===== src/hdl/dwm_pkg.sv =====
// constants and carrier types for the droop wake monitor control logic
package dwm_pkg;
  localparam int CLK_PERIOD_NS = 40;
  // winding-sense low time before arming (least time, rounds up)
  localparam int DETECT_LOW_MIN_NS = 500;
  localparam int DETECT_LOW_CYC_I = (DETECT_LOW_MIN_NS + CLK_PERIOD_NS - 1) / CLK_PERIOD_NS;
  localparam logic [3:0] DETECT_LOW_CYC = 4'(DETECT_LOW_CYC_I);
  localparam logic [3:0] LOW_CNT_MAX = 4'hf;
  // wake pulse width and repeat period
  localparam int WAKE_PULSE_NS = 1000;
  localparam int WAKE_PULSE_CYC_I = WAKE_PULSE_NS / CLK_PERIOD_NS;
  localparam logic [9:0] WAKE_PULSE_CYC = 10'(WAKE_PULSE_CYC_I);
  localparam int WAKE_RATE_HZ = 33000;
  localparam int WAKE_PERIOD_NS = 1000000000 / WAKE_RATE_HZ;
  localparam int WAKE_PERIOD_CYC_I = WAKE_PERIOD_NS / CLK_PERIOD_NS;
  localparam logic [9:0] WAKE_PERIOD_LAST = 10'(WAKE_PERIOD_CYC_I - 1);
  localparam logic [9:0] OSC_CNT_MAX = 10'h3ff;
  // switching period thresholds
  localparam int DISABLE_PERIOD_NS = 177000;
  localparam int DISABLE_PERIOD_CYC_I = DISABLE_PERIOD_NS / CLK_PERIOD_NS;
  localparam int ENABLE_PERIOD_NS = 57000;
  localparam int ENABLE_PERIOD_CYC_I = ENABLE_PERIOD_NS / CLK_PERIOD_NS;
  localparam logic [15:0] PERIOD_CNT_MAX = 16'hffff;
  // cycle counts for the enable output
  localparam logic [5:0] DISABLE_COUNT = 6'h3f;
  localparam logic [5:0] ENABLE_COUNT = 6'h20;
  localparam logic [5:0] CYCLE_CNT_MAX = 6'h3f;
  localparam logic [2:0] SYNC_RESET = 3'h0;

  typedef enum logic {ARM_IDLE = 1'b0, ARM_READY = 1'b1} dwm_arm_e;
  typedef enum logic {WAKE_IDLE = 1'b0, WAKE_ACTIVE = 1'b1} dwm_wake_e;
  typedef enum logic {ENS_RELEASED = 1'b0, ENS_PULLED = 1'b1} dwm_ens_e;

  typedef struct packed {
    logic wake_out;
    logic wake_oe;
    logic ens_out;
    logic ens_oe;
    logic sample_cmd;
  } dwm_pins_s;

  localparam dwm_pins_s PINS_RESET = '{default: 1'b0};
endpackage : dwm_pkg


===== src/hdl/dwm_sat_cnt.sv =====
// saturating up-counter with synchronous clear
`timescale 1ns/100ps
module dwm_sat_cnt #(
  parameter int W = 8,
  parameter logic [W-1:0] MAX = '1
) (
  input wire logic clk,
  input wire logic rst_n,
  input wire logic clr,
  input wire logic inc,
  output logic [W-1:0] cnt
);
  logic [W-1:0] cnt_r;
  logic [W-1:0] cnt_nxt;

  always_comb begin
    cnt_nxt = cnt_r;
    if (clr) begin
      cnt_nxt = '0;
    end else if (inc && cnt_r != MAX) begin
      cnt_nxt = W'(cnt_r + 1'b1);
    end
  end

  always_ff @(posedge clk or negedge rst_n) begin
    if (!rst_n) begin
      cnt_r <= '0;
    end else begin
      cnt_r <= cnt_nxt;
    end
  end

  assign cnt = cnt_r;
endmodule : dwm_sat_cnt


===== src/hdl/dwm_ctrl.sv =====
// control logic of the secondary-side droop wake monitor
`timescale 1ns/100ps
module dwm_ctrl #(
  parameter logic [15:0] DISABLE_PERIOD_CYC = 16'(dwm_pkg::DISABLE_PERIOD_CYC_I)
) (
  input wire logic clk,
  input wire logic rst_n,
  input wire logic wake_in,
  input wire logic droop_fired,
  input wire logic supply_lockout,
  output dwm_pkg::dwm_pins_s pins
);
  localparam logic [15:0] ENABLE_PERIOD_CYC = 16'(dwm_pkg::ENABLE_PERIOD_CYC_I);

  // two-stage synchronisers: bit 0 sense, bit 1 droop, bit 2 lockout
  logic [2:0] sync1_r;
  logic [2:0] sync2_r;
  logic sense_s;
  logic droop_s;
  logic active;

  always_ff @(posedge clk or negedge rst_n) begin
    if (!rst_n) begin
      sync1_r <= dwm_pkg::SYNC_RESET;
      sync2_r <= dwm_pkg::SYNC_RESET;
    end else begin
      sync1_r <= {supply_lockout, droop_fired, wake_in};
      sync2_r <= sync1_r;
    end
  end

  assign sense_s = sync2_r[0];
  assign droop_s = sync2_r[1];
  assign active = !sync2_r[2];

  // state
  dwm_pkg::dwm_arm_e arm_r, arm_nxt;
  dwm_pkg::dwm_wake_e wake_r, wake_nxt;
  dwm_pkg::dwm_ens_e ens_r, ens_nxt;
  logic det_r, det_nxt;
  dwm_pkg::dwm_pins_s pins_r, pins_nxt;

  logic [3:0] low_cnt;
  logic [15:0] per_cnt;
  logic [5:0] long_cnt;
  logic [5:0] short_cnt;
  logic [9:0] osc_cnt;
  logic long_per;
  logic short_per;
  logic osc_wrap;

  // period is judged at the detect pulse that ends it; the count lags the
  // period by one because its clear lands the cycle after the detect
  assign long_per = per_cnt >= DISABLE_PERIOD_CYC;
  assign short_per = per_cnt < ENABLE_PERIOD_CYC - 16'h1;
  assign osc_wrap = osc_cnt == dwm_pkg::WAKE_PERIOD_LAST;

  dwm_sat_cnt #(.W(4), .MAX(dwm_pkg::LOW_CNT_MAX)) u_low_cnt (
    .clk(clk),
    .rst_n(rst_n),
    .clr(sense_s || !active),
    .inc(1'b1),
    .cnt(low_cnt)
  );

  // saturation keeps very long gaps reading as long periods
  dwm_sat_cnt #(.W(16), .MAX(dwm_pkg::PERIOD_CNT_MAX)) u_per_cnt (
    .clk(clk),
    .rst_n(rst_n),
    .clr(det_r),
    .inc(active),
    .cnt(per_cnt)
  );

  dwm_sat_cnt #(.W(6), .MAX(dwm_pkg::CYCLE_CNT_MAX)) u_long_cnt (
    .clk(clk),
    .rst_n(rst_n),
    .clr(ens_r == dwm_pkg::ENS_PULLED || (det_r && !long_per)),
    .inc(det_r && long_per && active),
    .cnt(long_cnt)
  );

  // cumulative: a long period between short ones does not clear it
  dwm_sat_cnt #(.W(6), .MAX(dwm_pkg::CYCLE_CNT_MAX)) u_short_cnt (
    .clk(clk),
    .rst_n(rst_n),
    .clr(ens_r == dwm_pkg::ENS_RELEASED),
    .inc(det_r && short_per && active),
    .cnt(short_cnt)
  );

  dwm_sat_cnt #(.W(10), .MAX(dwm_pkg::OSC_CNT_MAX)) u_osc_cnt (
    .clk(clk),
    .rst_n(rst_n),
    .clr(det_r || wake_r == dwm_pkg::WAKE_IDLE || osc_wrap),
    .inc(1'b1),
    .cnt(osc_cnt)
  );

  always_comb begin
    arm_nxt = arm_r;
    det_nxt = 1'b0;
    unique case (arm_r)
      dwm_pkg::ARM_IDLE: begin
        if (active && !sense_s && low_cnt >= dwm_pkg::DETECT_LOW_CYC) begin
          arm_nxt = dwm_pkg::ARM_READY;
        end
      end
      dwm_pkg::ARM_READY: begin
        if (sense_s) begin
          arm_nxt = dwm_pkg::ARM_IDLE;
          det_nxt = active;
        end
      end
    endcase
    if (!active) begin
      arm_nxt = dwm_pkg::ARM_IDLE;
    end
  end

  always_comb begin
    wake_nxt = wake_r;
    unique case (wake_r)
      dwm_pkg::WAKE_IDLE: begin
        if (droop_s) begin
          wake_nxt = dwm_pkg::WAKE_ACTIVE;
        end
      end
      dwm_pkg::WAKE_ACTIVE: begin
        // a droop still present at the detect pulse keeps pulsing
        if (det_r && !droop_s) begin
          wake_nxt = dwm_pkg::WAKE_IDLE;
        end
      end
    endcase
    if (!active) begin
      wake_nxt = dwm_pkg::WAKE_IDLE;
    end
  end

  always_comb begin
    ens_nxt = ens_r;
    if (active) begin
      unique case (ens_r)
        dwm_pkg::ENS_RELEASED: begin
          if (long_cnt >= dwm_pkg::DISABLE_COUNT) begin
            ens_nxt = dwm_pkg::ENS_PULLED;
          end
        end
        dwm_pkg::ENS_PULLED: begin
          if (short_cnt >= dwm_pkg::ENABLE_COUNT) begin
            ens_nxt = dwm_pkg::ENS_RELEASED;
          end
        end
      endcase
    end
  end

  always_comb begin
    pins_nxt = dwm_pkg::PINS_RESET;
    pins_nxt.wake_out = 1'b0;
    pins_nxt.ens_out = 1'b0;
    pins_nxt.ens_oe = ens_nxt == dwm_pkg::ENS_PULLED;
    pins_nxt.sample_cmd = det_nxt;
    pins_nxt.wake_oe = active && wake_r == dwm_pkg::WAKE_ACTIVE && !det_r && !osc_wrap
                       && osc_cnt < dwm_pkg::WAKE_PULSE_CYC;
  end

  always_ff @(posedge clk or negedge rst_n) begin
    if (!rst_n) begin
      arm_r <= dwm_pkg::ARM_IDLE;
      wake_r <= dwm_pkg::WAKE_IDLE;
      ens_r <= dwm_pkg::ENS_RELEASED;
      det_r <= 1'b0;
      pins_r <= dwm_pkg::PINS_RESET;
    end else begin
      arm_r <= arm_nxt;
      wake_r <= wake_nxt;
      ens_r <= ens_nxt;
      det_r <= det_nxt;
      pins_r <= pins_nxt;
    end
  end

  assign pins = pins_r;
endmodule : dwm_ctrl


===== config.mk =====
export PLATFORM = sky130hd
export DESIGN_NAME = dwm_ctrl
export DESIGN_NICKNAME = d
export VERILOG_FILES = /design/src/hdl/dwm_pkg.sv /design/src/hdl/dwm_sat_cnt.sv /design/src/hdl/dwm_ctrl.sv
export SDC_FILE = /design/constraint.sdc
export NUM_CORES = 1
export LEC_CHECK = 0
export ABC_CLOCK_PERIOD_IN_PS = 4500
export CORE_MARGIN = 3
export CORE_UTILIZATION = 30
export CTS_CLUSTER_SIZE = 28
export DETAILED_ROUTE_END_ITERATION = 8
export DONT_BUFFER_PORTS = 1
export MAX_ROUTING_LAYER = met4
export PLACE_DENSITY = 0.53
export SLEW_MARGIN = 20
export SYNTH_ARGS = -nofsm -noshare
export SYNTH_HDL_FRONTEND = slang
export SYNTH_SLANG_ARGS = --single-unit

===== constraint.sdc =====
create_clock -name clk -period 4.5 [get_ports clk]
set_input_delay 0.225 -clock clk [delete_from_list [all_inputs] [get_ports clk]]
set_output_delay 0.225 -clock clk [all_outputs]
set_load 0.03 [all_outputs]

# After elaboration in Yosys (flattened, before gate mapping)
# Index checks and enable logic that the tools add are counted.
# op_classes
addsub	5
order_cmp	6
n_eq_ne	7
n_mux	23
n_bitwise	3
n_reduce_logical	29
# op_table
op	count
16-bit two-way mux	2
6-bit two-way mux	4
10-bit two-way mux	2
16-bit by 1-bit adder with 16-bit output (second input constant)	1
16-bit by 13-bit greater-or-equal comparator with 1-bit output (second input constant)	1
16-bit by 11-bit less-than comparator with 1-bit output (second input constant)	1
16-bit inequality test (second input constant)	1
1-bit logical AND	15
6-bit by 1-bit adder with 6-bit output (second input constant)	2
6-bit greater-or-equal comparator (second input constant)	2
6-bit inequality test (second input constant)	2
10-bit by 1-bit adder with 10-bit output (second input constant)	1
10-bit equality test (second input constant)	1
10-bit by 5-bit less-than comparator with 1-bit output (second input constant)	1
1-bit two-way mux	10
10-bit inequality test (second input constant)	1
4-bit two-way mux	2
2-bit nonzero test	4
1-bit logical NOT	6
1-bit case mux with 2 select lines	3
4-bit by 1-bit adder with 4-bit output (second input constant)	1
4-bit greater-or-equal comparator (second input constant)	1
1-bit logical OR	4
4-bit inequality test (second input constant)	1
2 further kinds	4
# word_totals
register_bits	53
in_bits	5
output_inout_bits	5

# Depth between registers and ports, before layout
# Gate-level depths: netlist of run 1.
# logic_depth
depth_word	6
ltp_mapped	7
ltp_nobuf	7

# Hierarchy
# A second synthesis of run 1 with hierarchy kept.
# hier_totals
cells_unflattened	300
area_unflattened_um2	2956.6
# by_module_without_submodules
module	instances	cells_each	area_each_um2	seq_area_each_um2
dwm_sat_cnt (u_per_cnt)	1	98	942.2	400.4
dwm_sat_cnt (u_long_cnt ...)	2	35	345.3	150.1
dwm_ctrl	1	57	558.0	275.3
dwm_sat_cnt (u_osc_cnt)	1	55	536.8	250.2
dwm_sat_cnt (u_low_cnt)	1	20	229.0	100.1

# Worst setup path after synthesis of run 1
# No wires, ideal clock.
# synth_timing
path_kind	reg2reg
from	register u_per_cnt.cnt_r[0], in the netlist u_per_cnt.cnt[0]
to	register u_long_cnt.cnt_r[4], in the netlist u_long_cnt.cnt[4]
setup_ns	0.086
t_arrival_ns	1.823
t_required_ns	4.414
setup_slack_ns	2.591
stages_incl_launch_ff	8
path_buffers	0
period_less_slack_ns	1.909
path_cell_list	dfrtp_1 > inv_1 > ha_1 > or3b_1 > a311o_1 > a21o_1 > and4b_1 > nor3_1
# synth_via
elab_chain_cells	5
# synth_lines
element	line_no	rtl
start: declaration	dwm_sat_cnt.sv:13	logic [W-1:0] cnt_r;
start signal: assignment	dwm_sat_cnt.sv:29	cnt_r <= cnt_nxt;
16-bit by 13-bit greater-or-equal comparator with 1-bit output *	dwm_ctrl.sv:54	assign long_per = per_cnt >= DISABLE_PERIOD_CYC;
1-bit logical NOT / 1-bit logical AND (equally long branches)	dwm_ctrl.sv:78, dwm_ctrl.sv:79	
1-bit logical AND (on tied branches)	dwm_ctrl.sv:78, dwm_ctrl.sv:79	
1-bit logical OR / 1-bit logical AND (equally long branches)	dwm_ctrl.sv:78, dwm_sat_cnt.sv:20	
6-bit two-way mux / 2-bit nonzero test (equally long branches)	n/a	
end signal: assignment	dwm_sat_cnt.sv:29	
end: declaration	dwm_sat_cnt.sv:13	
# Mark *: on every way between the ends. The rest lies on a longest branch, timed or not.
# A chain may end at the register's enable or synchronous reset.

# Final worst setup path of run 1
# layout_timing
from	register u_per_cnt.cnt_r[0], in the netlist u_per_cnt.cnt[0]
to	register u_per_cnt.cnt_r[1], in the netlist u_per_cnt.cnt[1]
# layout_via
elab_chain_cells	3
# layout_lines
element	line_no	rtl
16-bit by 1-bit adder with 16-bit output / 16-bit inequality test (equally long branches)	dwm_sat_cnt.sv:21, dwm_sat_cnt.sv:20	
16-bit two-way mux / 1-bit logical AND (equally long branches)	dwm_sat_cnt.sv:20	end else if (inc && cnt_r != MAX) begin
16-bit two-way mux / 2-bit nonzero test (equally long branches)	n/a	
# Parallel ways exist; a longest one is shown, timed or not. The select of a mux whose other input is x is not followed.

==> results of run 1 <==
-- per-stage QoR --
stage	instance area [um^2]	setup slack [ns]	utilization	instances	hold slack, ns
6_report	3130	2.39	0.337	430	0.360
5_1_grt	3130	2.21	0.337	430	0.387
3_3_place_gp	2970	2.44	0.320	417	-0.0691
4_1_cts	3130	2.39	0.337	430	0.364
2_1_floorplan	2870	2.59	-	302	-0.0706
3_5_place_dp	2970	2.42	0.320	417	-0.0691
-- final cells by class --
cell class / instances / area (um^2) / area share
timing repair buffer: 6 / 75.1 / 0.0240
clock buffer: 5 / 68.8 / 0.0220
multi-input combinational: 217 / 1410 / 0.451
clock inverter: 3 / 21.3 / 0.00681
inverter: 17 / 63.8 / 0.0204
sequential: 53 / 1330 / 0.424
tap: 129 / 161 / 0.0516
-- state kept, by name, indices dropped and copies added (netlist names) --
signal	cells
u_osc_cnt.cnt	10
pins	3
sync2_r	3
u_low_cnt.cnt	4
u_short_cnt.cnt	6
wake_r	1
arm_r	1
sync1_r	3
u_per_cnt.cnt	16
u_long_cnt.cnt	6
-- kinds of logic after synthesis --
logic type | share of synthesized area
AO/OA/AOI/OAI | 0.113
flip-flops | 0.462
AND/OR/NAND/NOR | 0.254
adder cells (fa/ha/maj) | 0.0523
buffers and inverters | 0.0484
XOR/XNOR | 0.0519
other | 0.00131
multiplexers | 0.0174
-- metal layers --
metal,routed length (um),vias to the layer above,track usage
met5,0,-,-
met4,78,0,0.0313
met3,147,6,0.0206
met2,2480,20,0.168
met1,2690,991,0.138
li1,-,1060,-
-- synth_stat cells, drive strengths merged, types with 10 or more instances --
cell type / count / area, um^2
inv: 17 / 63.8
ha: 12 / 150
clkbuf: 10 / 40.0
xnor2: 12 / 105
nand2: 21 / 78.8
dfrtp: 53 / 1330
a21oi: 17 / 88.8
o21ai: 14 / 70.1
nor2: 24 / 90.1
or3: 13 / 91.3
nor3: 15 / 86.3
nand4: 10 / 62.6
nand3: 13 / 65.1
-- worst max-delay path, delay by kind of cell, from the launching register on --
family                     cells  cell delay, ns
muxes                          1            0.25
adders and majority gates      1            0.23
and+or+nand+nor                3            0.69
AOI/OAI and AO/OA              1            0.40
DFF                            1            0.42
-- worst min-delay path by stage --
stage,startpoint,endpoint,slack [ns]
CTS,sync1_r[2],sync2_r[2],0.36
detailed placement,rst_n,u_osc_cnt.cnt[1],-0.07
floorplan,rst_n,arm_r,-0.07
finish,sync1_r[2],sync2_r[2],0.36
global route,sync1_r[0],sync2_r[0],0.39
global placement,rst_n,u_osc_cnt.cnt[1],-0.07
-- where the power goes --
group          total, uW  internal [uW]  switching (uW)
clock network        281            111             170
registers            566            511            55.5
logic                136           59.9            76.3
==> qor_table.md, run 1 <==
| Parameter | Reported | Unit |
|:---|:---|:---|
| Number of search-and-repair iterations in the first detailed-routing pass | 4 | - |
| Worst R2R Start | u_per_cnt.cnt[0] | - |
| Power per unit of standard cell area | 315 | nW/um^2 |
| Antenna cell count | 0 | - |
| Transition time at the pin with the least slew margin | 0.661 | ns |
| Most frequent cells in the layout | 53 x sky130_fd_sc_hd__dfrtp_1, 24 x sky130_fd_sc_hd__nor2_1, 21 x sky130_fd_sc_hd__nand2_1 | - |
| Number of global-route vias before repair | 1,981 | - |
| Final setup violation count | 0 | - |
| Static leakage | 0.00131 | uW |
| CP Cell Sequence | ha_1 > nand2_1 > nor4_2 > a21o_1 > mux2i_1 > nor2_1 | - |
| Max Fanout on Critical Path | 11 | - |
| Overall die height | 104 | um |
| Hold Path Depth | 0 | - |
| DP Wirelength | 3630 | um |
| Unrepaired setup endpoints after global routing | no | - |
| Number of buffers created by CTS | 5 | - |
| Final global-route overflow total | 0 | - |
| WP data required | 4.71 | ns |
| Top Ports | 10 | - |
| Count of nets left with antenna violations after detail routing | 0 | - |
| Number of sinks handled by clock tree synthesis | 53 | - |
| Wire length of the first global-routing pass | 9310 | um |
| Port-buffer cells | 0 | - |
| Floorplan row count | 35 | - |
| Final Slew Violations | 0 | - |
| Clock slew seen by the registers of the worst setup and hold paths | 0.11 | ns |
| Global router's overall resource usage | 0.106 | - |
| Leading cell type in the layout, fill and taps excluded | sky130_fd_sc_hd__dfrtp_1 | - |
| Count of warnings emitted by yosys | 0 | - |
| Clock tree from TritonCTS | done | - |
| Clock root buffer master | sky130_fd_sc_hd__clkbuf_8 | - |
| Synth Instances | 301 | - |
| Highest clock frequency the design can meet | 474 | MHz |
| Die area | 10,800 | um^2 |
| Initial antenna violation count | 0 | - |
| Fraction of final layout cells sized beyond drive strength 1 | 0.0565 | - |
| Crit path time final | 2.11 | ns |
| Capturing instance or port of the critical path | u_per_cnt.cnt[1] | - |
| Leading register cell type out of synthesis | sky130_fd_sc_hd__dfrtp_1 | - |
| Syn-to-layout area delta | 8.89 | % |
| Post-layout net count | 317 | - |
| Starting density of the core | 0.309 | - |
| Depth of the CTS H-tree | 2 | - |
| Final critical-path share of the clock period | 0.469 | - |
| Core Region | 9280 | um^2 |
| CTS-repair resized insts | 0 | - |
| Largest net degree at the start of global routing | 54 | - |
| Fill cells | 1,006 | - |
| Kind of capture point of the worst setup path | register | - |
| Synth Register Bits | 53 | - |
| Share of the yosys chip area belonging to registers | 0.462 | - |
| X dimension of the die | 104 | um |
| Startpoint of the most critical setup path | u_per_cnt.cnt[0] | - |
| Run status | complete, no violations | - |
| Clock insertion delay at the later pin of the skew report | 0.32 | ns |
| Slowest-stage cell, CP | sky130_fd_sc_hd__nor4_2 | - |
| Post-DR vias/cell | 4.83 | - |
| Crit path arrival time | 2.32 | ns |
| Syn_area_per_cell | 9.54 | um^2 |
| CTS Hold Buffers Added | 5 | - |
| Count of unique library cells instantiated by Yosys | 46 | - |
| Maximum clock path buffer count | 2 | - |
| Max stage delay on crit path | 0.49 | ns |
| Final-layout setup total negative slack | 0 | ns |
| Final Hold Violating Endpoints | 0 | - |
| IR drop worst, VDD | 183 | uV |
| Setup slack of the worst register-to-register path | 2.39 | ns |
| Initial DRC count | 187 | - |
| Number of DRC violations after detailed routing | 0 | - |
| R2r endpoint | u_per_cnt.cnt[1] | - |
| Post-CTS setup repair buffer count | 0 | - |
| Total routed wirelength | 5400 | um |
| Number of enable-type register cells in the synthesized netlist | 0 | - |
| Setup skew after layout | 0.00948 | ns |
| Via Count | 2,077 | - |
| Overall power after layout | 983 | uW |
| Class of the most critical hold timing path | register to register | - |
| Max-Slew Margin vs Limit | 0.559 | - |
| Type of the worst setup path | register to register | - |
| Max-cap viol count | 0 | - |
| Per-cell routed wire length | 12.6 | um |
| Sort of element at the start of the critical path | register | - |
| Post-Syn Area | 2870 | um^2 |
| FFs w/ async S/R, synth | 1.00 | - |
| Number of cells traversed by the worst register-to-register path | 6 | - |
| Gp weighted congestion | 0.813 | - |
No activity file was read; power rests on OpenSTA's default activity.
==> inputs of run 2 (changes only) <==
- ABC_CLOCK_PERIOD_IN_PS: 4500 -> 2100
- clock period: 4.5 -> 2.1 ns (I/O delays scaled with it)
==> run 2 against run 1 <==
Critical path depth stayed put. Hold slack worse by 0.062 ns. Clock skew is 0.0044 ns lower. Fmax is 2.8% higher. Wire length is 0.85% lower. Combinational power grew to 3.1 times the previous value. Register-to-register slack worse by 2.3 ns. Non-clock buffer count is 11 higher.
==> qor_table.md, run 2 (synthesized netlist as in run 1, its figures left out) <==
| Parameter | Reported | Unit | Change |
|:---|:---|:---|:---|
| Run status | complete, no violations | - | unchanged |
| Die area | 10,800 | um^2 | unchanged |
| Type of the worst setup path | register to register | - | unchanged |
| IR drop worst, VDD | 319 | uV | was 183 uV |
| Setup slack of the worst register-to-register path | 0.05 | ns | was 2.39 ns |
| Most frequent cells in the layout | 52 x sky130_fd_sc_hd__dfrtp_1, 24 x sky130_fd_sc_hd__nor2_1, 20 x sky130_fd_sc_hd__nand2_1 | - | was 53 x sky130_fd_sc_hd__dfrtp_1, 24 x sky130_fd_sc_hd__nor2_1, 21 x sky130_fd_sc_hd__nand2_1 |
| Via Count | 2,142 | - | was 2,077 |
| Gp weighted congestion | 0.774 | - | was 0.813 |
| Overall power after layout | 2170 | uW | was 983 uW |
| Final Hold Violating Endpoints | 0 | - | unchanged |
| Final Slew Violations | 0 | - | unchanged |
| Maximum clock path buffer count | 2 | - | unchanged |
| Total routed wirelength | 5350 | um | was 5400 um |
| Unrepaired setup endpoints after global routing | yes | - | was no |
| Core Region | 9280 | um^2 | unchanged |
| Antenna cell count | 0 | - | unchanged |
| Clock tree from TritonCTS | done | - | unchanged |
| Max-Slew Margin vs Limit | 0.620 | - | was 0.559 |
| Fraction of final layout cells sized beyond drive strength 1 | 0.106 | - | was 0.0565 |
| Top Ports | 10 | - | unchanged |
| Depth of the CTS H-tree | 2 | - | unchanged |
| Initial DRC count | 109 | - | was 187 |
| Clock insertion delay at the later pin of the skew report | 0.31 | ns | was 0.32 ns |
| Class of the most critical hold timing path | input pin to asynchronous set/reset pin | - | was register to register |
| Clock root buffer master | sky130_fd_sc_hd__clkbuf_8 | - | unchanged |
| Crit path time final | 2.05 | ns | was 2.11 ns |
| Post-DR vias/cell | 4.87 | - | was 4.83 |
| Syn-to-layout area delta | 12.3 | % | was 8.89% |
| Initial antenna violation count | 0 | - | unchanged |
| Starting density of the core | 0.309 | - | unchanged |
| Max-cap viol count | 0 | - | unchanged |
| X dimension of the die | 104 | um | unchanged |
| Max Fanout on Critical Path | 5 | - | was 11 |
| Final global-route overflow total | 0 | - | unchanged |
| Final critical-path share of the clock period | 0.978 | - | was 0.469 |
| Number of sinks handled by clock tree synthesis | 53 | - | unchanged |
| Power per unit of standard cell area | 673 | nW/um^2 | was 315 nW/um^2 |
| Final setup violation count | 0 | - | unchanged |
| Overall die height | 104 | um | unchanged |
| Floorplan row count | 35 | - | unchanged |
| Kind of capture point of the worst setup path | register | - | unchanged |
| Per-cell routed wire length | 12.2 | um | was 12.6 um |
| WP data required | 2.33 | ns | was 4.71 ns |
| Number of DRC violations after detailed routing | 0 | - | unchanged |
| Post-layout net count | 328 | - | was 317 |
| Highest clock frequency the design can meet | 487 | MHz | was 474 MHz |
| Transition time at the pin with the least slew margin | 0.565 | ns | was 0.661 ns |
| Count of nets left with antenna violations after detail routing | 0 | - | unchanged |
| DP Wirelength | 3720 | um | was 3630 um |
| Sort of element at the start of the critical path | register | - | unchanged |
| Wire length of the first global-routing pass | 9440 | um | was 9310 um |
| Largest net degree at the start of global routing | 54 | - | unchanged |
| Crit path arrival time | 2.28 | ns | was 2.32 ns |
| Flip-flop count of the largest register after layout | 16 | - | unchanged |
| Placed inst area | 3030 | um^2 | was 2970 um^2 |
| Number of buffers created by CTS | 5 | - | unchanged |
| Number of global-route vias before repair | 2,008 | - | was 1,981 |
| Static leakage | 0.00135 | uW | was 0.00131 uW |
| Number of search-and-repair iterations in the first detailed-routing pass | 4 | - | unchanged |
| Summed area of non-filler cells in the final layout | 3220 | um^2 | was 3130 um^2 |
| Setup skew after layout | 0.00507 | ns | was 0.00948 ns |
| Global router's overall resource usage | 0.108 | - | was 0.106 |
| Port-buffer cells | 0 | - | unchanged |
| Clock slew seen by the registers of the worst setup and hold paths | 0.10 | ns | was 0.11 ns |
| Leading cell type in the layout, fill and taps excluded | sky130_fd_sc_hd__dfrtp_1 | - | unchanged |
==> run 2: cell types whose count changed in the layout (fill, tap and decap cells not counted), sizes merged <==
cell	change
buf	+11
inv	-1
==> run 2: final timing paths <==
path | startpoint | to | cells after the start
hold reg to reg | sync1_r[0] | sync2_r[0] | 0
hold / removal | rst_n | u_osc_cnt.cnt[1] | 2
min in group clk | droop_fired | sync1_r[1] | 1
max in group asynchronous | rst_n | u_short_cnt.cnt[5] | 2
setup / recovery | u_per_cnt.cnt[0] | u_long_cnt.cnt[4] | 6
setup reg to reg | u_per_cnt.cnt[0] | u_long_cnt.cnt[4] | 6
==> run 2: metal layers <==
layer / GRT usage / wire length [um] / vias to the layer above
met5: - / 0 / -
met4: 0.0370 / 65 / 0
met3: 0.0224 / 135 / 5
met2: 0.165 / 2450 / 23
met1: 0.143 / 2690 / 1033
li1: - / - / 1081
==> run 2: critical path, cell delays in order, from the launching register on <==
cell	delay, ns
sky130_fd_sc_hd__dfrtp_2	0.45
sky130_fd_sc_hd__ha_2	0.17
sky130_fd_sc_hd__or3b_1	0.38
sky130_fd_sc_hd__a311o_1	0.44
sky130_fd_sc_hd__a21o_1	0.23
sky130_fd_sc_hd__and4b_1	0.20
sky130_fd_sc_hd__nor3_2	0.11
==> run 2: layout make-up <==
class	instances	area, um^2
Fill cell	966	6060
Multi-Input combinational cell	217	1430
Sequential cell	53	1330
Tap cell	129	161
Timing Repair Buffer	17	158
Clock buffer	5	68.8
Inverter	17	63.8
Clock inverter	2	16.3
==> run 2: power by group <==
group	switching (uW)	internal [uW]
combinational	221	196
clock	341	231
sequential	83.6	1100
==> run 2: per-stage QoR <==
stage / hold slack, ns / utilization / setup TNS (ns) / instances / worst slack [ns]
4_1_cts: 0.312 / 0.343 / 0 / 438 / 0.00186
5_1_grt: 0.319 / 0.347 / -0.0216 / 440 / -0.0152
3_3_place_gp: -0.189 / 0.326 / 0 / 425 / 0.0816
6_report: 0.298 / 0.347 / 0 / 440 / 0.0462
3_5_place_dp: -0.189 / 0.326 / -0.00507 / 425 / -0.00507
2_1_floorplan: -0.191 / - / 0 / 302 / 0.191
==> run 2: what timing repair did <==
action / CTS / global route
setup buffers: 1 / 2
setup endpoints to repair: 6 / 11
hold endpoints to repair: 56 / 0
pin swaps: 1 / 5
resized for setup: 0 / 7
hold buffers: 5 / 0
